`src/panel_pkg.sv`:
```
// Shared constants, enumerations and carrier types of the operator panel control logic.
package panel_pkg;

  // ==========================================================================
  // Timing.
  localparam int unsigned CLK_HZ = 125_000_000;
  localparam int unsigned LAMP_TEST_MS = 3000;
  localparam int unsigned LAMP_TEST_CYC = LAMP_TEST_MS * (CLK_HZ / 1000);
  localparam int unsigned LOCK_HOLD_MS = 2000;
  localparam int unsigned LOCK_HOLD_CYC = LOCK_HOLD_MS * (CLK_HZ / 1000);
  localparam int unsigned REPEAT_DELAY_MS = 500;
  localparam int unsigned REPEAT_DELAY_CYC = REPEAT_DELAY_MS * (CLK_HZ / 1000);
  localparam int unsigned REPEAT_RATE_MS = 100;
  localparam int unsigned REPEAT_RATE_CYC = REPEAT_RATE_MS * (CLK_HZ / 1000);
  localparam int unsigned BLINK_MS = 250;
  localparam int unsigned BLINK_CYC = BLINK_MS * (CLK_HZ / 1000);
  localparam int unsigned MSG_MS = 1500;
  localparam int unsigned MSG_CYC = MSG_MS * (CLK_HZ / 1000);
  localparam int unsigned TIMER_W = 32;

  // ==========================================================================
  // Menu numbers.
  localparam logic [9:0] MENU_FIRST = 10'h001;
  localparam logic [9:0] MENU_BASIC_LAST = 10'h007;
  localparam logic [9:0] MENU_VIEW_LAST = 10'h0FF;
  localparam logic [9:0] MENU_ALL_LAST = 10'h3E7;
  localparam logic [9:0] MENU_LOCK_STATUS = 10'h0DD;

  // ==========================================================================
  // Control modes and parameter-set source.
  localparam logic [1:0] MODE_KEYBOARD = 2'h1;
  localparam logic [1:0] MODE_REMOTE = 2'h2;
  localparam logic [1:0] MODE_SERIAL = 2'h3;
  localparam logic [2:0] PSET_EXTERNAL = 3'h0;
  localparam logic [2:0] PSET_MAX = 3'h4;

  // ==========================================================================
  // Display message selector.
  typedef enum logic [2:0] {
    SHOW_LAMP_TEST = 3'b000,
    SHOW_MENU = 3'b001,
    SHOW_LOCKED = 3'b010,
    SHOW_UNLOCKED = 3'b011
  } show_t;

  typedef struct packed {
    logic next;
    logic prev;
    logic plus;
    logic minus;
    logic enter;
    logic start_stop;
    logic jog_rev;
    logic jog_fwd;
  } keys_t;

  typedef struct packed {
    logic start;
    logic stop;
    logic jog_rev;
    logic jog_fwd;
    logic alarm_reset;
  } cmd_t;

  typedef struct packed {
    logic [1:0] control_mode;
    logic [2:0] pset_select;
    logic extended_access;
    logic all_menus;
    logic jog_rev_enable;
    logic jog_fwd_enable;
  } config_t;

  // Saturating cycle timer step, shared by every timer of the block.
  function automatic logic [TIMER_W-1:0] tick(input logic [TIMER_W-1:0] t);
    tick = (t == '1) ? t : t + 1'b1;
  endfunction

endpackage

```
`src/panel_key_edge.sv`:
```
// Rising-edge detector with hold-to-repeat for the navigation keys.
`timescale 1ns/1ps
`default_nettype none
module panel_key_edge (
  input wire logic clk,
  input wire logic rst_n,
  input wire logic key,
  output logic press
);
  logic key_q, key_d;
  logic [panel_pkg::TIMER_W-1:0] hold_q, hold_d;
  logic press_q, press_d;

  // ==========================================================================
  // Holding the key emits a first pulse, then repeats after a delay.
  always_comb begin
    key_d = key;
    press_d = 1'b0;
    hold_d = '0;
    if (key && !key_q) begin
      press_d = 1'b1;
    end else if (key) begin
      hold_d = panel_pkg::tick(hold_q);
      if (hold_q == panel_pkg::TIMER_W'(panel_pkg::REPEAT_DELAY_CYC)) begin
        press_d = 1'b1;
        hold_d = panel_pkg::TIMER_W'(panel_pkg::REPEAT_DELAY_CYC - panel_pkg::REPEAT_RATE_CYC);
      end
    end
  end

  always_ff @(posedge clk or negedge rst_n) begin
    if (!rst_n) begin
      key_q <= 1'b0;
      hold_q <= '0;
      press_q <= 1'b0;
    end else begin
      key_q <= key_d;
      hold_q <= hold_d;
      press_q <= press_d;
    end
  end

  assign press = press_q;
endmodule // panel_key_edge
`default_nettype wire

```
`src/panel_value_edit.sv`:
```
// Value editor: pending value that flashes until committed.
`timescale 1ns/1ps
`default_nettype none
module panel_value_edit (
  input wire logic clk,
  input wire logic rst_n,
  input wire logic inc,
  input wire logic dec,
  input wire logic commit,
  input wire logic abandon,
  input wire logic [15:0] stored,
  output logic [15:0] value,
  output logic pending,
  output logic write
);
  logic [15:0] value_q, value_d;
  logic pending_q, pending_d;
  logic write_q, write_d;

  // ==========================================================================
  // Editing starts from the stored value; leaving the menu discards it.
  always_comb begin
    value_d = pending_q ? value_q : stored;
    pending_d = pending_q;
    write_d = 1'b0;
    if (abandon) begin
      pending_d = 1'b0;
    end else if (inc) begin
      value_d = value_d + 16'h0001;
      pending_d = 1'b1;
    end else if (dec) begin
      value_d = value_d - 16'h0001;
      pending_d = 1'b1;
    end else if (commit && pending_q) begin
      pending_d = 1'b0;
      write_d = 1'b1;
    end
  end

  always_ff @(posedge clk or negedge rst_n) begin
    if (!rst_n) begin
      value_q <= 16'h0000;
      pending_q <= 1'b0;
      write_q <= 1'b0;
    end else begin
      value_q <= value_d;
      pending_q <= pending_d;
      write_q <= write_d;
    end
  end

  assign value = value_q;
  assign pending = pending_q;
  assign write = write_q;
endmodule // panel_value_edit
`default_nettype wire

```
`src/operator_panel.sv`:
```
// Operator panel control: display sequencing, menus, editing, lock and command routing.
// Function
// - At power-up light all segments a few seconds, then show menu 001.
// - A start command from the source picked by control mode (keys, serial or remote) lights the start/stop LED.
// - An accepted stop command turns the start/stop LED off.
// - Running LED flashes while ramping, stays lit at full voltage.
// - Menu 007 off limits navigation to menus 001 to 007.
// - Menu 007 on, 008 off also reaches viewing menus and alarm lists.
// - Next and previous step one menu; holding them scrolls continuously.
// - Plus and minus change the edited value, which flashes until confirmed.
// - Enter commits the value to steady display and also resets alarms.
// - Start/stop key only starts and stops the motor.
// - Jog keys command reverse and forward jog only when enabled.
// - Next plus enter held 2 s locks the keypad and shows locked.
// - Same combination held 2 s while locked unlocks and shows unlocked.
// - Locked keypad allows viewing but rejects edits and motor keys.
// - A rejected edit or motor key while locked shows the locked message.
// - Lock state reads as menu 221, no or YES, default no.
// - Control mode picks command source; unlocked keypad may reset alarms remotely.
// - Parameter set from external inputs when 0, else internal 1 to 4.
`timescale 1ns/1ps
`default_nettype none
module operator_panel #(
  parameter int unsigned LAMP_TEST_CYC = panel_pkg::LAMP_TEST_CYC,
  parameter int unsigned LOCK_HOLD_CYC = panel_pkg::LOCK_HOLD_CYC,
  parameter int unsigned BLINK_CYC = panel_pkg::BLINK_CYC,
  parameter int unsigned MSG_CYC = panel_pkg::MSG_CYC
) (
  input wire logic clk,
  input wire logic rst_n,
  input wire panel_pkg::keys_t keys,
  input wire panel_pkg::cmd_t remote_cmd,
  input wire panel_pkg::cmd_t serial_cmd,
  input wire panel_pkg::config_t cfg,
  input wire logic [2:0] ext_pset,
  input wire logic [2:0] serial_pset,
  input wire logic ramping,
  input wire logic full_voltage,
  input wire logic [15:0] param_value,
  output panel_pkg::show_t show,
  output logic [9:0] menu,
  output logic [15:0] shown_value,
  output logic value_blank,
  output logic param_write,
  output logic locked,
  output logic start_stop_led,
  output logic running_led,
  output panel_pkg::cmd_t motor_cmd,
  output logic [2:0] active_pset
);
  logic next_p, prev_p;
  logic [15:0] edit_value;
  logic edit_pending, edit_write;
  logic edit_inc, edit_dec, edit_commit;

  // ==========================================================================
  // Key conditioning and editor.
  panel_key_edge u_next (.clk(clk), .rst_n(rst_n), .key(keys.next && !keys.enter), .press(next_p));
  panel_key_edge u_prev (.clk(clk), .rst_n(rst_n), .key(keys.prev), .press(prev_p));

  logic [7:0] keys_q;
  logic [7:0] key_rise;
  assign key_rise = keys & ~keys_q;

  panel_value_edit u_edit (
    .clk(clk),
    .rst_n(rst_n),
    .inc(edit_inc),
    .dec(edit_dec),
    .commit(edit_commit),
    .abandon(next_p || prev_p),
    .stored(param_value),
    .value(edit_value),
    .pending(edit_pending),
    .write(edit_write)
  );

  // ==========================================================================
  // Panel state.
  panel_pkg::show_t show_q, show_d;
  logic [9:0] menu_q, menu_d;
  logic locked_q, locked_d;
  logic combo_done_q, combo_done_d;
  logic [panel_pkg::TIMER_W-1:0] timer_q, timer_d;
  logic [panel_pkg::TIMER_W-1:0] hold_q, hold_d;
  logic [panel_pkg::TIMER_W-1:0] msg_q, msg_d;
  logic [panel_pkg::TIMER_W-1:0] blink_q, blink_d;
  logic blink_on_q, blink_on_d;
  logic [9:0] menu_top;
  logic key_edit_try, key_motor_try;

  assign key_edit_try = key_rise[5] || key_rise[4];
  assign key_motor_try = key_rise[2] || key_rise[1] || key_rise[0];

  always_comb begin
    // Reach of navigation depends on the access settings.
    if (!cfg.extended_access) begin
      menu_top = panel_pkg::MENU_BASIC_LAST;
    end else if (!cfg.all_menus) begin
      menu_top = panel_pkg::MENU_VIEW_LAST;
    end else begin
      menu_top = panel_pkg::MENU_ALL_LAST;
    end
  end

  always_comb begin
    show_d = show_q;
    menu_d = menu_q;
    locked_d = locked_q;
    combo_done_d = combo_done_q;
    timer_d = panel_pkg::tick(timer_q);
    hold_d = hold_q;
    msg_d = panel_pkg::tick(msg_q);
    blink_d = panel_pkg::tick(blink_q);
    blink_on_d = blink_on_q;
    if (blink_q >= panel_pkg::TIMER_W'(BLINK_CYC - 1)) begin
      blink_d = '0;
      blink_on_d = !blink_on_q;
    end
    case (show_q)
      panel_pkg::SHOW_LAMP_TEST: begin
        if (timer_q >= panel_pkg::TIMER_W'(LAMP_TEST_CYC - 1)) begin
          show_d = panel_pkg::SHOW_MENU;
          menu_d = panel_pkg::MENU_FIRST;
        end
      end
      panel_pkg::SHOW_MENU, panel_pkg::SHOW_LOCKED, panel_pkg::SHOW_UNLOCKED: begin
        if (show_q != panel_pkg::SHOW_MENU && msg_q >= panel_pkg::TIMER_W'(MSG_CYC - 1)) begin
          show_d = panel_pkg::SHOW_MENU;
        end
        // Viewing stays allowed while locked.
        if (next_p) begin
          menu_d = (menu_q >= menu_top) ? panel_pkg::MENU_FIRST : menu_q + 10'h001;
        end else if (prev_p) begin
          menu_d = (menu_q <= panel_pkg::MENU_FIRST || menu_q > menu_top) ? menu_top : menu_q - 10'h001;
        end
        // Combination hold; the count restarts when either key is released.
        if (keys.next && keys.enter) begin
          hold_d = panel_pkg::tick(hold_q);
          if (!combo_done_q && hold_q >= panel_pkg::TIMER_W'(LOCK_HOLD_CYC - 1)) begin
            locked_d = !locked_q;
            combo_done_d = 1'b1;
            show_d = locked_q ? panel_pkg::SHOW_UNLOCKED : panel_pkg::SHOW_LOCKED;
            msg_d = '0;
          end
        end else begin
          hold_d = '0;
          combo_done_d = 1'b0;
        end
        if (locked_q && (key_edit_try || key_motor_try)) begin
          show_d = panel_pkg::SHOW_LOCKED;
          msg_d = '0;
        end
      end
      default: begin
        show_d = panel_pkg::SHOW_MENU;
      end
    endcase
  end

  // Editing is rejected while locked or during the lamp test; the lock status menu is read only.
  always_comb begin
    edit_inc = 1'b0;
    edit_dec = 1'b0;
    edit_commit = 1'b0;
    if (!locked_q && show_q != panel_pkg::SHOW_LAMP_TEST && menu_q != panel_pkg::MENU_LOCK_STATUS) begin
      edit_inc = key_rise[5];
      edit_dec = key_rise[4];
      edit_commit = key_rise[3] && !keys.next;
    end
  end

  always_ff @(posedge clk or negedge rst_n) begin
    if (!rst_n) begin
      show_q <= panel_pkg::SHOW_LAMP_TEST;
      menu_q <= panel_pkg::MENU_FIRST;
      locked_q <= 1'b0;
      combo_done_q <= 1'b0;
      timer_q <= '0;
      hold_q <= '0;
      msg_q <= '0;
      blink_q <= '0;
      blink_on_q <= 1'b0;
      keys_q <= 8'h00;
    end else begin
      show_q <= show_d;
      menu_q <= menu_d;
      locked_q <= locked_d;
      combo_done_q <= combo_done_d;
      timer_q <= timer_d;
      hold_q <= hold_d;
      msg_q <= msg_d;
      blink_q <= blink_d;
      blink_on_q <= blink_on_d;
      keys_q <= keys;
    end
  end

  // ==========================================================================
  // Command routing by control mode.
  panel_pkg::cmd_t key_cmd, cmd_d, cmd_q;
  logic ss_led_q, ss_led_d, run_led_q, run_led_d, motor_on_q, motor_on_d;
  logic [2:0] pset_q, pset_d;
  logic [2:0] key_pset_q, key_pset_d;

  always_comb begin
    key_cmd = '0;
    if (!locked_q && show_q != panel_pkg::SHOW_LAMP_TEST) begin
      key_cmd.start = key_rise[2] && !motor_on_q;
      key_cmd.stop = key_rise[2] && motor_on_q;
      key_cmd.jog_rev = keys.jog_rev && cfg.jog_rev_enable;
      key_cmd.jog_fwd = keys.jog_fwd && cfg.jog_fwd_enable;
      key_cmd.alarm_reset = key_rise[3] && !keys.next;
    end
    case (cfg.control_mode)
      panel_pkg::MODE_REMOTE: begin
        cmd_d = remote_cmd;
        cmd_d.alarm_reset = remote_cmd.alarm_reset || key_cmd.alarm_reset;
      end
      panel_pkg::MODE_SERIAL: begin
        cmd_d = serial_cmd;
        cmd_d.alarm_reset = serial_cmd.alarm_reset || key_cmd.alarm_reset;
      end
      default: begin
        cmd_d = key_cmd;
      end
    endcase
    // Start wins over a simultaneous stop so the request is not lost.
    motor_on_d = motor_on_q;
    ss_led_d = ss_led_q;
    if (cmd_d.stop) begin
      motor_on_d = 1'b0;
      ss_led_d = 1'b0;
    end
    if (cmd_d.start) begin
      motor_on_d = 1'b1;
      ss_led_d = 1'b1;
    end
    if (ramping) begin
      run_led_d = blink_on_q;
    end else begin
      run_led_d = full_voltage;
    end
    // Internal set chosen from keypad in keyboard or remote mode, from serial link in serial mode.
    key_pset_d = key_pset_q;
    if (cfg.pset_select != panel_pkg::PSET_EXTERNAL && cfg.pset_select <= panel_pkg::PSET_MAX) begin
      key_pset_d = cfg.pset_select;
    end
    if (cfg.control_mode == panel_pkg::MODE_SERIAL && serial_pset != panel_pkg::PSET_EXTERNAL
        && serial_pset <= panel_pkg::PSET_MAX) begin
      key_pset_d = serial_pset;
    end
    if (cfg.pset_select == panel_pkg::PSET_EXTERNAL) begin
      pset_d = ext_pset;
    end else begin
      pset_d = key_pset_q;
    end
  end

  always_ff @(posedge clk or negedge rst_n) begin
    if (!rst_n) begin
      cmd_q <= '0;
      motor_on_q <= 1'b0;
      ss_led_q <= 1'b0;
      run_led_q <= 1'b0;
      pset_q <= 3'h1;
      key_pset_q <= 3'h1;
    end else begin
      cmd_q <= cmd_d;
      motor_on_q <= motor_on_d;
      ss_led_q <= ss_led_d;
      run_led_q <= run_led_d;
      pset_q <= pset_d;
      key_pset_q <= key_pset_d;
    end
  end

  // ==========================================================================
  // Display outputs; the lock menu shows 1 for YES and 0 for no.
  logic [15:0] shown_q, shown_d;
  logic blank_q, blank_d;

  always_comb begin
    shown_d = (menu_q == panel_pkg::MENU_LOCK_STATUS) ? {15'h0000, locked_q} : edit_value;
    blank_d = edit_pending && !blink_on_q;
  end

  always_ff @(posedge clk or negedge rst_n) begin
    if (!rst_n) begin
      shown_q <= 16'h0000;
      blank_q <= 1'b0;
    end else begin
      shown_q <= shown_d;
      blank_q <= blank_d;
    end
  end

  assign show = show_q;
  assign menu = menu_q;
  assign shown_value = shown_q;
  assign value_blank = blank_q;
  assign param_write = edit_write;
  assign locked = locked_q;
  assign start_stop_led = ss_led_q;
  assign running_led = run_led_q;
  assign motor_cmd = cmd_q;
  assign active_pset = pset_q;
endmodule // operator_panel
`default_nettype wire

```
`config.mk`:
```
export PLATFORM = sky130hd
export DESIGN_NAME = operator_panel
export DESIGN_NICKNAME = d
export VERILOG_FILES = /design/src/panel_pkg.sv /design/src/panel_key_edge.sv /design/src/panel_value_edit.sv /design/src/operator_panel.sv
export SDC_FILE = /design/constraint.sdc
export NUM_CORES = 1
export LEC_CHECK = 0
export BUFFER_PORTS_ARGS = -buffer_cell sky130_fd_sc_hd__buf_2
export CAP_MARGIN = 5
export CORE_MARGIN = 8
export CORE_UTILIZATION = 55
export DETAILED_ROUTE_END_ITERATION = 7
export PLACE_DENSITY_LB_ADDON = 0.25
export SLEW_MARGIN = 0
export SYNTH_ARGS = -nofsm -noshare
export SYNTH_HDL_FRONTEND = slang
export SYNTH_SLANG_ARGS = --single-unit
```
`constraint.sdc`:
```
create_clock -name clk -period 3.05 [get_ports clk]
set_input_delay 0.1525 -clock clk [delete_from_list [all_inputs] [get_ports clk]]
set_output_delay 0.1525 -clock clk [all_outputs]
set_load 0.05 [all_outputs]
```
Yosys cells after proc, flatten, opt, wreduce, memory -nomap -nowiden. Index checks and enable logic that the tools add are counted.

Bits in read-only memories: 0. Memory bits (writable): 0. Memories kept: 0. Register bits after elaboration: 266. Bits in latches: 0. Bits of input ports: 53. Output and inout bits: 42.

Multiplexer cells: 64. $lt $le $gt $ge: 9. Reductions and logical operators: 49. Add/subtract/negate cells: 10. Multipliers: 0. Div/mod/pow operators: 0. Bitwise gates (word level): 2. Shift-type cells: 0. Eq/ne operators: 23.

Operators with widths (number): $mux 32 (17); $add 32x1->32 const B (6); $eq 32x32->1 const B (6); $mux 16 (5); $mux 10 (7); $eq 32x26->1 const B (2); $ge 32x28->1 const B (2); $ge 32x25->1 const B (1); $ge 32x29->1 const B (1); $mux 3 (8); $mux 1 (23); $pmux 10 s2 (1); $logic_and 1x1->1 (19); $add 16x1->16 const B (1); $sub 16x1->16 const B (1); $add 10x1->10 const B (1); $eq 10x8->1 const B (1); $ge 10x10->1 (1); $gt 10x10->1 (1); $le 10x1->1 const B (1); $ne 10x8->1 const B (1); $pmux 5 s2 (1); $sub 10x1->10 const B (1); $reduce_bool 3->1 (3); other kinds (21) (46).

Longest topological paths before layout. Gate-level depths: netlist of run 1.

Depth in word-level cells: 9. Gate-level depth with buffers: 10.

By module. A second synthesis of run 1 with hierarchy kept.

Cells, all modules: 1530. Area total of the unflattened synthesis: 14595.2 µm².

By module, submodules not included: operator_panel (times used 1, cells each 996, sequential area each 4508.1 µm², area each 9482.8 µm²); panel_key_edge (times used 2, cells each 189, sequential area each 850.8 µm², area each 1803.0 µm²); panel_value_edit (times used 1, cells each 156, sequential area each 450.4 µm², area each 1506.4 µm²).

Least setup slack after synthesis of run 1. OpenSTA, ideal clock, no wires.

Path kind: reg2reg. Start point: register menu_q[1], in the netlist menu[1]. End point: register u_edit.value_q[14], in the netlist u_edit.value[14]. Stages on the path, launching flop included: 11. Clock period less this slack: 2744 ps. Buffers on the path: 2. Slack: 306 ps. Arrival: 2613 ps. Library setup time: 132 ps. Cell sequence: dfrtp_1 inv_1 ha_1 nor4b_1 and3_1 clkbuf_1 or4_1 clkbuf_1 a221oi_2 nand2_1 xor2_1.

Cells in the longest elaborated chain, start to end: 6. Elaborated cells between the ends (all ways): 7.

RTL lines: start, declared (line operator_panel.sv:81) `logic [9:0] menu_q, menu_d;`; start signal, assigned (line operator_panel.sv:176) `menu_q <= panel_pkg::MENU_FIRST;`; start signal, assigned (line operator_panel.sv:187) `menu_q <= menu_d;`; $ne 10x8->1 * (line operator_panel.sv:166) `if (!locked_q && show_q != panel_pkg::SHOW_LAMP_TEST && menu_q != panel_pkg::MENU_LOCK_STATUS) begin`; $logic_and 1x1->1 * (line operator_panel.sv:166); $mux 1 (line operator_panel.sv:166); $mux 16 (line panel_value_edit.sv:31) `end else if (dec) begin`; $mux 16 * (line panel_value_edit.sv:28) `end else if (inc) begin`; $mux 16 * (line panel_value_edit.sv:26) `if (abandon) begin`; net u_edit.value_d[14] (line panel_value_edit.sv:16) `logic [15:0] value_q, value_d;`; end signal, assigned (line panel_value_edit.sv:46) `value_q <= value_d;`; end, declared (line panel_value_edit.sv:16).

The timed path passes the listed nets; every way through them passes the cells marked *. A chain may end at the register's enable or synchronous reset.

Worst setup path in the final report of run 1.
Start point: register hold_q[0] (netlist bit). End point: register msg_q[2] (netlist bit).

Cells in the longest elaborated chain, start to end: 6.

RTL lines: start, declared (line operator_panel.sv:85) `logic [panel_pkg::TIMER_W-1:0] hold_q, hold_d;`; start signal, assigned (line operator_panel.sv:191) `hold_q <= hold_d;`; $ge 32x28->1 (line operator_panel.sv:140) `if (!combo_done_q && hold_q >= panel_pkg::TIMER_W'(LOCK_HOLD_CYC - 1)) begin`; $logic_and 1x1->1 (line operator_panel.sv:140); $mux 32 (line operator_panel.sv:140); $mux 32 (line operator_panel.sv:138) `if (keys.next && keys.enter) begin`; $mux 32 (line operator_panel.sv:150) `if (locked_q && (key_edit_try || key_motor_try)) begin`; $mux 32 (line operator_panel.sv:120) `case (show_q)`; net msg_d, one bit (line operator_panel.sv:86) `logic [panel_pkg::TIMER_W-1:0] msg_q, msg_d;`; end signal, assigned (line operator_panel.sv:192) `msg_q <= msg_d;`; end, declared (line operator_panel.sv:86).

The timed path passes the listed nets, and every way through them passes these cells.

==> key figures, run 1 <==
CTS
  – TritonCTS clock tree: yes
  – Clock latency at the later pin of the worst-skew pair: 570 ps
  – Setup Fix Bufs, Post-CTS: 0
  – Longest Clk Path Bufs: 3
  – Clock root buffer master: sky130_fd_sc_hd__clkbuf_16
  – Post-cts gate resize count: 0
  – Clock Pin Slew Worst Setup and Hold Paths: 60 ps
  – CTS Buf Count: 29
  – Maximum level of the CTS H-tree: 1
  – TritonCTS Sinks: 266

Die
  – Number of cell rows: 59
  – Die H: 179 um
  – Std-Cell Core Area: 26100 um^2
  – Die Footprint: 32000 um^2
  – Effective utilization at floorplan: 0.561
  – # IOs: 95
  – Die boundary width: 179 um

Critical path
  – Start-to-end type of the worst setup path: flop to flop
  – Critical path data required time: ~3500 ps
  – Sort of element at the end of the critical path: flop
  – Data arrival time at the worst-slack endpoint: 3120 ps
  – Worst Setup Start Kind: flop
  – Largest fanout of any net on the critical path: 33
  – Buf/Inv on CP: 1
  – CP peak stage delay: slightly below 500 ps
  – Sequence of cells on the critical path: ha_1 > and3_1 > a211o_1 > a2111oi_0 > a2bb2oi_1 > a21oi_2 > buf_12 > nor3_1
  – Kind of cell adding the most delay to the critical path: compound AO/OA/AOI/OAI gates
  – Critical path's slowest cell: sky130_fd_sc_hd__a2111oi_0

Global routing
  – First-pass GRT wire length: 59.3 mm
  – Largest net degree at the start of global routing: 80
  – Tot GR Track Use: 0.220
  – Number of antenna violations at the first check in global routing: 0
  – Number of global-route vias before repair: 12100
  – GRT overflow: 0

Timing
  – Final worst clock skew: 25.1 ps
  – Min cycle time layout: 2650 ps
  – Sum of negative setup slack: 0 ps
  – Post-route worst hold slack: slightly above 9 ps
  – Worst rel slew slack: 0.351
  – Final hold violations: 0
  – Count of final setup violators: 0
  – Post-route clock period utilization: 0.870
  – RSZ-0062 raised after global routing: no
  – Transition time at the pin with the least slew margin: 967 ps
  – Max frequency: between 0.3 and 0.4 GHz
  – Final max-slew violation count: 0

Final layout
  – Final Instance Count excl. Fillers: 2065
  – Sequential cell area: 6660 um^2
  – Antenna diode instance count: 0
  – Fraction of final layout cells sized beyond drive strength 1: 0.123
  – Layout Cell Area excl Fill: 17000 um^2
  – Total of fill cells in the finished design: around 2100
  – Area of combinational cells with multiple inputs: 7620 um^2
  – Final Net Count: 1782
  – Synthesis-to-finish area growth: 16.3%

Logic synthesis
  – Simple-gate area share of the yosys netlist: 0.272
  – Mapped Area: 14600 um^2
  – Xor-xnor portion of the synthesized cell area: 0.103
  – Number of storage elements in the synthesis netlist: 266
  – Number of synthesized flops with an enable pin: 0
  – Synth warn: 0
  – Syn avg cell area: 9.30 um^2
  – Share of synthesized registers carrying an async set or reset: 1.00
  – Mux share of post-synthesis cell area: 0.0245
  – Seq/Total Area, Yosys: 0.456
  – Adder and majority gate portion of the synthesized area: 0.0180
  – Combinational family with the most area after synthesis: simple AND/OR/NAND/NOR gates
  – Number of instances in the synthesized netlist: approximately 1600
  – Unique masters post-synth: 74
  – Flip-flop cell with the highest count after synthesis: sky130_fd_sc_hd__dfrtp_1
  – Post-synthesis compound-gate area fraction: 0.102

Pwr
  – Max VDD drop: 501 uV
  – Power Density: between 500 and 600 nW/um^2
  – Static Leak: roughly 7.3 nW

Detailed routing
  – Via count: about 12000
  – DRT Wirelength: 35.1 mm
  – Detail Route Antenna Nets: 0
  – Ratio of routed vias to standard cells: 5.95
  – Starting DRC count in detailed routing: 954
  – Number of detailed-route iterations in the first pass: 5
  – Post-detailed-route wirelength per cell: roughly 17 um
  – DRC viols: 0

Flow run
  – Max-Cap Viols: 0

Hold path
  – Class of the tightest hold or removal check: input pin to flop

Place
  – Placed cell count: 1974
  – Gp weighted congestion: a little over 0.9
  – Detailed-placement wirelength estimate: 24.0 mm
  – Placed cell areas: 15600 um^2
  – Number of I/O port buffers: 94

Outcome
  – Outcome: complete, no violations
[placed cells by master, fill, tap and decap left out, types with 35 or more instances in the layout]
master	Yosys	final
sky130_fd_sc_hd__a21oi_1	41	40
sky130_fd_sc_hd__and2_1	35	35
sky130_fd_sc_hd__and3_1	60	60
sky130_fd_sc_hd__buf_2	7	93
sky130_fd_sc_hd__dfrtp_1	263	263
sky130_fd_sc_hd__dlygate4sd3_1	0	38
sky130_fd_sc_hd__nand2_1	127	127
sky130_fd_sc_hd__nand3_1	105	105
sky130_fd_sc_hd__nand4_1	79	79
sky130_fd_sc_hd__nor2_1	173	173
sky130_fd_sc_hd__nor3_1	61	61
sky130_fd_sc_hd__o21ai_0	67	67
sky130_fd_sc_hd__xnor2_1	71	71
sky130_fd_sc_hd__xor2_1	101	101
[routing by layer]
layer | global-route usage | up-vias | part of all wire
met5 | 0 | - | 0
met4 | 0.0610 | 0 | 0.022
met3 | 0.0320 | 55 | 0.049
met2 | 0.368 | 303 | 0.48
met1 | 0.294 | 6009 | 0.45
li1 | - | 5926 | -
[stage by stage]
stage	total power (W)	util	setup WS (ps)
floorplan	0.00521	-	306
global placement	0.00578	0.597	437
detailed placement	0.00581	0.597	417
CTS	0.00966	0.652	409
global route	0.00999	0.652	194
finish	0.00959	0.652	395
[report_power, final]
group          total, W  internal, W  switching (W)
clock           0.00378      0.00231        0.00146
combinational   0.00187     0.000617        0.00125
sequential      0.00395      0.00374       0.000211
total           0.00959      0.00667        0.00292
[tightest hold or removal path, cell delays in order]
cell and delay [ps]:
sky130_fd_sc_hd__buf_2 80, sky130_fd_sc_hd__mux2i_1 140, sky130_fd_sc_hd__a21oi_1 160
[registers in the layout, indices dropped and copies added (netlist names), 3 cells and up]
register	cells
keys_q	6
u_prev.hold_q	32
blink_q	32
u_next.hold_q	32
u_edit.value	16
show	3
motor_cmd	5
msg_q	32
menu	10
shown_value	16
timer_q	32
key_pset_q	3
active_pset	3
hold_q	32
[cell families (layout without fill, tap and decap cells)]
logic type                 Yosys count  count (layout)
AOI/OAI and AO/OA                  222             222
xor gates and xnor gates           172             172
adders and majority gates           21              21
buffers and inverters               94             246
DFF                                266             266
muxes                               34              34
other                                1               8
and+or+nand+nor                    761             761
[synthesized netlist by cell type (14+ instances only)]
cell	count	share of area
sky130_fd_sc_hd__nor2_1	173	0.044
sky130_fd_sc_hd__mux2i_1	20	0.014
sky130_fd_sc_hd__mux2_2	14	0.011
sky130_fd_sc_hd__dfrtp_1	263	0.45
sky130_fd_sc_hd__nand3_1	105	0.036
sky130_fd_sc_hd__nor3_1	61	0.021
sky130_fd_sc_hd__o21ai_0	67	0.023
sky130_fd_sc_hd__nor4_1	23	0.0098
sky130_fd_sc_hd__xnor2_1	71	0.043
sky130_fd_sc_hd__and3_1	60	0.026
sky130_fd_sc_hd__a21oi_1	41	0.014
sky130_fd_sc_hd__a31oi_1	20	0.0086
sky130_fd_sc_hd__and2_1	35	0.015
sky130_fd_sc_hd__inv_1	29	0.0075
sky130_fd_sc_hd__xor2_1	101	0.061
sky130_fd_sc_hd__and4_1	19	0.011
sky130_fd_sc_hd__nand2_1	127	0.033
sky130_fd_sc_hd__nand4_1	79	0.034
sky130_fd_sc_hd__ha_1	21	0.018
sky130_fd_sc_hd__clkbuf_1	54	0.014
[path summary, 6_finish.rpt]
path                            depth (start not counted)      startpoint                end  slack (ps)
worst min-delay path                                    3  param_value[1]    u_edit.value[1]           9
max in group asynchronous                               3           rst_n  u_prev.hold_q[24]        2000
worst max register to register                          8       hold_q[0]           msg_q[2]         400
worst max-delay path                                    8       hold_q[0]           msg_q[2]         400
worst min register to register                          1    u_next.key_q       u_next.press         480
min in group asynchronous                               2           rst_n         blink_q[8]         130
[what timing repair did]
item,in CTS,in global routing
endpoints found under the setup margin,0,0
endpoints found under the hold margin,99,0
hold buffers,38,0
[cell type report]
type	instances	area share
Multi-Input combinational cell	1218	0.449
Inverter	30	0.00663
Clock inverter	17	0.0157
Clock buffer	36	0.0455
Timing Repair Buffer	163	0.0666
Tap cell	335	0.0247
Sequential cell	266	0.392
Note: power is estimated with default switching activity, not from simulation.
==> run 2, diff against run 1 <==
- BUFFER_PORTS_ARGS: -buffer_cell sky130_fd_sc_hd__buf_2 -> -buffer_cell sky130_fd_sc_hd__buf_4
- SETUP_SLACK_MARGIN: unset -> 0.4
- clock period: 3.05 -> 2.77 ns (I/O delays scaled with it)
==> run 2 against run 1 <==
Via count grew 2.1%; clock power rose by 8.2%; final cell count increased by 2.2%; critical path type unchanged; largest cell class unchanged; highest routed layer unchanged.
==> key figures, run 2 (synthesis gave the netlist of run 1 again) <==
Critical path
  – Depth of the worst register-to-register path: 7 (was 8)
  – Origin of the critical flop-to-flop path: menu[3] (was hold_q[0])
  – Sequence of cells on the critical path: ha_1 > and3_1 > nand3_2 > a2bb2oi_2 > or4b_2 > o2111a_1 > o22a_1 (was ha_1 > and3_1 > a211o_1 > a2111oi_0 > a2bb2oi_1 > a21oi_2 > buf_12 > nor3_1)
  – Worst Setup Start Kind: flop (unchanged)
  – End of the worst register-to-register path: menu[6] (was msg_q[2])
  – CP peak stage delay: 640 ps (was 490 ps)
  – Setup slack of the worst register-to-register path: 460 ps (was 400 ps)
  – Critical path data required time: 3220 ps (was 3520 ps)
  – Start-to-end type of the worst setup path: flop to flop (unchanged)
  – Critical path origin: menu[3] (was hold_q[0])
  – Sort of element at the end of the critical path: flop (unchanged)
  – Data arrival time at the worst-slack endpoint: 2760 ps (was 3120 ps)
  – Critical path's slowest cell: sky130_fd_sc_hd__or4b_2 (was sky130_fd_sc_hd__a2111oi_0)
  – Largest fanout of any net on the critical path: 5 (was 33)

Timing
  – RSZ-0062 raised after global routing: yes (was no)
  – Max frequency: 0.432 GHz (was 0.377 GHz)
  – Worst rel slew slack: 0.459 (was 0.351)
  – Final hold violations: 0 (unchanged)
  – Post-route clock period utilization: 0.835 (was 0.870)
  – Final worst clock skew: 27.3 ps (was 25.1 ps)
  – Min cycle time layout: 2310 ps (was 2650 ps)
  – Count of final setup violators: 0 (unchanged)
  – Transition time at the pin with the least slew margin: 801 ps (was 967 ps)
  – Final max-slew violation count: 0 (unchanged)
  – Sum of negative setup slack: 0 ps (unchanged)

Die
  – Std-Cell Core Area: 26100 um^2 (unchanged)
  – Die H: 179 um (unchanged)
  – Die Footprint: 32000 um^2 (unchanged)
  – Effective utilization at floorplan: 0.561 (unchanged)
  – Number of cell rows: 59 (unchanged)
  – Die boundary width: 179 um (unchanged)
  – # IOs: 95 (unchanged)

Place
  – Number of I/O port buffers: 94 (unchanged)
  – Detailed-placement wirelength estimate: 24.7 mm (was 24.0 mm)
  – Gp weighted congestion: 0.908 (was 0.918)
  – Placed cell count: 1982 (was 1974)

Detailed routing
  – Post-detailed-route wirelength per cell: 17.3 um (was 17.0 um)
  – Met1 WL: 16.3 mm (was 15.9 mm)
  – Sum of met2 wire segment lengths after detailed routing: 16.8 mm (about the same)
  – Via count: 12600 (was 12300)
  – DRC viols: 0 (unchanged)
  – Wire length on met3: 2.31 mm (was 1.73 mm)
  – Starting DRC count in detailed routing: 921 (was 954)
  – Ratio of routed vias to standard cells: 5.95 (about the same)
  – Number of detailed-route iterations in the first pass: 8 (was 5)
  – Top layer reached by signal wires: met4 (unchanged)
  – Detail Route Antenna Nets: 0 (unchanged)
  – DRT Wirelength: 36.5 mm (was 35.1 mm)

Final layout
  – Final Instance Count excl. Fillers: 2110 (was 2065)
  – Most frequent cells in the layout: sky130_fd_sc_hd__dfrtp_1 (249), sky130_fd_sc_hd__nor2_1 (173), sky130_fd_sc_hd__buf_4 (157), sky130_fd_sc_hd__nand2_1 (126), sky130_fd_sc_hd__nand3_1 (102) (was sky130_fd_sc_hd__dfrtp_1 (263), sky130_fd_sc_hd__nor2_1 (173), sky130_fd_sc_hd__nand2_1 (127), sky130_fd_sc_hd__nand3_1 (105), sky130_fd_sc_hd__xor2_1 (101))
  – Fraction of final layout cells sized beyond drive strength 1: 0.177 (was 0.123)
  – Total of fill cells in the finished design: 1966 (was 2107)
  – Synthesis-to-finish area growth: 22.2% (was 16.3%)
  – Fraction of the core area covered by cells at the end of the flow: 0.685 (was 0.652)
  – Commonest non-fill, non-tap cell in the layout: sky130_fd_sc_hd__dfrtp_1 (unchanged)
  – Final Net Count: 1824 (was 1782)

Hold path
  – Hold Crit Depth: 3 (unchanged)
  – Worst hold path endpoint: u_edit.value[9] (was u_edit.value[1])
  – Class of the tightest hold or removal check: input pin to flop (unchanged)
  – Hold Path Origin: param_value[9] (was param_value[1])

Global routing
  – First-pass GRT wire length: 59.4 mm (was 59.3 mm)
  – GRT overflow: 0 (unchanged)
  – Tot GR Track Use: 0.221 (was 0.220)
  – Number of antenna violations at the first check in global routing: 1 (was 0)
  – Largest net degree at the start of global routing: 91 (was 80)
  – Number of global-route vias before repair: 11900 (was 12100)

CTS
  – TritonCTS clock tree: yes (unchanged)
  – CTS Buf Count: 30 (was 29)
  – TritonCTS Sinks: 266 (unchanged)
  – Clock root buffer master: sky130_fd_sc_hd__clkbuf_16 (unchanged)
  – Clock latency at the later pin of the worst-skew pair: 570 ps (about the same)
  – Clock Pin Slew Worst Setup and Hold Paths: 70 ps (was 60 ps)
  – Maximum level of the CTS H-tree: 1 (unchanged)
  – Longest Clk Path Bufs: 3 (unchanged)

Pwr
  – Power Density: 615 nW/um^2 (was 565 nW/um^2)
  – Static Leak: 7.65 nW (was 7.34 nW)
  – Max VDD drop: 600 uV (was 501 uV)

Flow run
  – Max-Cap Viols: 0 (unchanged)

Outcome
  – Outcome: complete, no violations (unchanged)
[run 2: cell types whose count changed in the layout (fill, tap and decap cells not counted), moves of 5 or more]
cell / before / now
sky130_fd_sc_hd__dfrtp_1: 263 / 249
sky130_fd_sc_hd__clkbuf_8: 2 / 8
sky130_fd_sc_hd__a21oi_1: 40 / 35
sky130_fd_sc_hd__buf_2: 93 / 0
sky130_fd_sc_hd__ha_1: 21 / 16
sky130_fd_sc_hd__buf_4: 28 / 157
sky130_fd_sc_hd__dfrtp_2: 0 / 14
sky130_fd_sc_hd__a21oi_2: 1 / 6
[run 2: final cells by class]
type                    instances  area, um^2  share of cell area
flip-flops and latches        266        6680               0.374
diodes                          1        2.50            0.000140
multi-input cells            1220        7910               0.443
well taps                     335         419              0.0235
clock inverters                13         164             0.00918
repair buffers                202        1690              0.0944
inverters                      30         113             0.00631
clock buffers                  43         880              0.0493
[run 2: critical path, delay by kind of cell, from the launching register on]
kind            cells  cell delay [ps]
simple gates        3              920
compound gates      3              520
fa+ha+maj           1              290
flops               1              450
[run 2: layer usage]
layer,track usage,vias up
li1,-,6017
met1,0.311,6080
met2,0.348,388
met3,0.0352,69
met4,0.0682,0
met5,0,-
[run 2: timing repair]
| action | in CTS | in global routing |
|---|---|---|
| buffers inserted | 11 | 21 |
| pin swaps | 4 | 6 |
| hold buffers | 37 | 0 |
| resized for setup | 15 | 42 |
| endpoints found under the hold margin | 116 | 0 |
| gates cloned | 0 | 2 |
| setup endpoints to repair | 65 | 83 |
[run 2: through the flow]
step | hold WS [ps] | power (W) | cell area [um^2] | setup WS (ps)
final | 19.4 | 0.0110 | 17900 | 457
after global routing | 23.3 | 0.0114 | 17900 | 341
after CTS | 2.81 | 0.0108 | 17500 | 342
after detailed placement | 195 | 0.00657 | 15900 | 223
after global placement | 197 | 0.00654 | 15900 | 336
after floorplan | -157 | 0.00579 | 14700 | 402
[run 2: how the worst max path moves through the flow]
stage / to / slack (ps) / depth (start not counted)
2_1_floorplan: show[1] / 400 / 9
3_3_place_gp: show[1] / 340 / 8
3_5_place_dp: u_edit.value[15] / 220 / 7
4_1_cts: u_edit.value[15] / 340 / 6
5_1_grt: u_next.hold_q[16] / 340 / 9
6_report: menu[6] / 460 / 7
[run 2: power by group]
group / switching [W] / leakage (nW) / total (W) / internal (W)
sequential: 0.000235 / 3.40 / 0.00437 / 0.00413
clock: 0.00161 / 0.510 / 0.00409 / 0.00249
combinational: 0.00151 / 3.74 / 0.00252 / 0.00100
==> run 3, diff against run 2 <==
- clock period: 2.77 -> 2.1 ns (I/O delays scaled with it)
==> run 3 against run 2 <==
Clock power increased by 28%; sequential cell count unchanged; total power increased by 41%; global-route usage increased by 4.8 points; highest routed layer unchanged; clock-buffer cell count decreased by 5; combinational power increased by 77%; wire length increased by 53%; hold slack improved by 7.1 ps; the run now ends with negative setup slack left; register-to-register slack got worse by 790 ps; design area increased by 27%.
==> key figures, run 3 (synthesis gave the netlist of run 1 again) <==
Outcome
  – Outcome: complete, but fails checks (was complete, no violations)
  – Violated checks: negative setup slack

Pwr
  – Int Pwr: 0.0104 W (was 0.00762 W)
  – Switching share of power: 0.326 (was 0.306)
  – Final total power: 0.0155 W (was 0.0110 W)
  – Proportion of power drawn by combinational gates: 0.289 (was 0.229)
  – Max VDD drop: 1010 uV (was 600 uV)
  – Share of total power in sequential cells: 0.372 (was 0.398)
  – Net switching power of the design: 0.00504 W (was 0.00336 W)
  – Clk network pwr share: 0.340 (was 0.373)
  – Static Leak: 9.81 nW (was 7.65 nW)
  – Power Density: 682 nW/um^2 (was 615 nW/um^2)

Detailed routing
  – DRC viols: 0 (unchanged)
  – Ratio of routed vias to standard cells: 6.54 (was 5.95)
  – Starting DRC count in detailed routing: 1761 (was 921)
  – DRT Wirelength: 55.8 mm (was 36.5 mm)
  – Detail Route Antenna Nets: 0 (unchanged)
  – Post-detailed-route wirelength per cell: 23.4 um (was 17.3 um)
  – Via count: 15600 (was 12600)
  – Number of detailed-route iterations in the first pass: 8 (unchanged)

Critical path
  – Start-to-end type of the worst setup path: flop to flop (unchanged)
  – Data arrival time at the worst-slack endpoint: 2880 ps (was 2760 ps)
  – Sort of element at the end of the critical path: flop (unchanged)
  – CP peak stage delay: 570 ps (was 640 ps)
  – Largest fanout of any net on the critical path: 7 (was 5)
  – Depth of the worst register-to-register path: 7 (unchanged)
  – Critical path's slowest cell: sky130_fd_sc_hd__dfrtp_1 (was sky130_fd_sc_hd__or4b_2)
  – Setup slack of the worst register-to-register path: -330 ps (was 460 ps)
  – End of the worst register-to-register path: u_next.hold_q[31] (was menu[6])
  – Sequence of cells on the critical path: nor4b_4 > nand3_2 > o41ai_4 > buf_4 > nor2_4 > nor3b_2 > mux2_4 (was ha_1 > and3_1 > nand3_2 > a2bb2oi_2 > or4b_2 > o2111a_1 > o22a_1)
  – Worst Setup Start Kind: flop (unchanged)
  – Origin of the critical flop-to-flop path: u_next.hold_q[7] (was menu[3])
  – Critical path data required time: 2550 ps (was 3220 ps)

Die
  – Effective utilization at floorplan: 0.561 (unchanged)
  – # IOs: 95 (unchanged)
  – Std-Cell Core Area: 26100 um^2 (unchanged)
  – Die H: 179 um (unchanged)
  – Number of cell rows: 59 (unchanged)
  – Die Footprint: 32000 um^2 (unchanged)
  – Die boundary width: 179 um (unchanged)

Timing
  – Final worst clock skew: 12.0 ps (was 27.3 ps)
  – Worst path setup slack after routing: -333 ps (was 457 ps)
  – Post-route clock period utilization: 1.16 (was 0.835)
  – Min cycle time layout: 2430 ps (was 2310 ps)
  – Max frequency: 0.411 GHz (was 0.432 GHz)
  – Final max-slew violation count: 0 (unchanged)
  – Count of final setup violators: 96 (was 0)
  – Transition time at the pin with the least slew margin: 645 ps (was 801 ps)
  – Final hold violations: 0 (unchanged)
  – Worst rel slew slack: 0.569 (was 0.459)
  – Sum of negative setup slack: -12770 ps (was 0 ps)
  – RSZ-0062 raised after global routing: yes (unchanged)

Global routing
  – Number of global-route vias before repair: 14400 (was 11900)
  – First-pass GRT wire length: 71.1 mm (was 59.4 mm)
  – Largest net degree at the start of global routing: 58 (was 91)
  – Number of antenna violations at the first check in global routing: 0 (was 1)
  – GRT overflow: 0 (unchanged)
  – Tot GR Track Use: 0.269 (was 0.221)

Final layout
  – Layout Cell Area excl Fill: 22700 um^2 (was 17900 um^2)
  – Most frequent cells in the layout: sky130_fd_sc_hd__buf_4 (351), sky130_fd_sc_hd__dfrtp_1 (243), sky130_fd_sc_hd__nor2_1 (115), sky130_fd_sc_hd__nand2_1 (100), sky130_fd_sc_hd__xor2_1 (89) (was sky130_fd_sc_hd__dfrtp_1 (249), sky130_fd_sc_hd__nor2_1 (173), sky130_fd_sc_hd__buf_4 (157), sky130_fd_sc_hd__nand2_1 (126), sky130_fd_sc_hd__nand3_1 (102))
  – Synthesis-to-finish area growth: 55.3% (was 22.2%)
  – Final Net Count: 2105 (was 1824)
  – Final Instance Count excl. Fillers: 2387 (was 2110)
  – Antenna diode instance count: 0 (was 1)
  – Fraction of final layout cells sized beyond drive strength 1: 0.449 (was 0.177)
  – Commonest non-fill, non-tap cell in the layout: sky130_fd_sc_hd__buf_4 (was sky130_fd_sc_hd__dfrtp_1)

Place
  – Placed cell count: 2149 (was 1982)
  – Worst Setup Slack post-DPL: -246 ps (was 223 ps)
  – Detailed-placement wirelength estimate: 27.7 mm (was 24.7 mm)
  – Placed cell areas: 17800 um^2 (was 15900 um^2)
  – Number of I/O port buffers: 94 (unchanged)
  – Gp weighted congestion: 0.929 (was 0.908)

Flow run
  – Max-Cap Viols: 0 (unchanged)

Hold path
  – Hold Crit Depth: 4 (was 3)
  – Class of the tightest hold or removal check: input pin to flop (unchanged)
  – Worst hold path endpoint: key_pset_q[1] (was u_edit.value[9])
  – Hold Path Origin: cfg[5] (was param_value[9])

CTS
  – Maximum level of the CTS H-tree: 1 (unchanged)
  – TritonCTS clock tree: yes (unchanged)
  – Longest Clk Path Bufs: 3 (unchanged)
  – TritonCTS Sinks: 266 (unchanged)
  – CTS Buf Count: 29 (was 30)
  – Clock Pin Slew Worst Setup and Hold Paths: 70 ps (about the same)
  – Clock latency at the later pin of the worst-skew pair: 560 ps (was 570 ps)
  – Clock root buffer master: sky130_fd_sc_hd__clkbuf_16 (unchanged)
==> run 3: timing repair <==
item	in CTS	in global routing
pin swaps	121	189
endpoints found under the hold margin	299	0
hold buffers	41	0
gates cloned	5	7
endpoints found under the setup margin	237	237
resized for setup	226	297
buffers inserted	72	61
==> run 3: stage by stage <==
step | hold slack [ps] | util
3_5_place_dp | 41.0 | 0.681
4_1_cts | 3.65 | 0.795
5_1_grt | 46.9 | 0.871
6_report | 26.5 | 0.871
2_1_floorplan | -191 | -
3_3_place_gp | 44.1 | 0.681
==> run 3: metal layers <==
| layer | global-route usage | vias up | part of all wire | wire (um) |
|---|---|---|---|---|
| li1 | - | 6586 | - | - |
| met1 | 0.339 | 7694 | 0.36 | 20100 |
| met5 | 0 | - | 0 | 0 |
| met2 | 0.465 | 1032 | 0.49 | 27600 |
| met3 | 0.0329 | 309 | 0.085 | 4770 |
| met4 | 0.106 | 0 | 0.060 | 3320 |
==> run 3: power by group through the flow <==
stage	combinational, W	sequential, W	clock, W
after global routing	0.00468	0.00577	0.00550
after detailed placement	0.00357	0.00577	0
after CTS	0.00385	0.00569	0.00521
final	0.00447	0.00575	0.00525
after global placement	0.00349	0.00576	0
after floorplan	0.00144	0.00644	0
==> run 3: how the worst max path moves through the flow <==
stage / slack [ps] / cells after the start / start / end
floorplan: -250 / 10 / menu[3] / u_edit.value[14]
global placement: -150 / 6 / u_edit.pending / u_edit.value[15]
detailed placement: -250 / 8 / menu[9] / menu[3]
CTS: -80 / 7 / menu[9] / menu[6]
global route: -360 / 7 / u_next.hold_q[22] / u_next.hold_q[31]
finish: -330 / 7 / u_next.hold_q[7] / u_next.hold_q[31]
==> run 3: layout make-up <==
class | count | area (um^2)
well taps | 335 | 419
repair buffers | 486 | 4390
fillers | 1103 | 3370
multi-input cells | 1218 | 10100
inverters | 30 | 115
clock buffers | 38 | 800
flip-flops and latches | 266 | 6690
clock inverters | 14 | 163
==> run 3: critical path, delay by kind of cell, from the launching register on <==
kind | cells | cell delay [ps]
AOI/OAI and AO/OA | 1 | 430
muxes | 1 | 320
DFF | 1 | 570
and+or+nand+nor | 4 | 800
buffers and inverters | 1 | 200
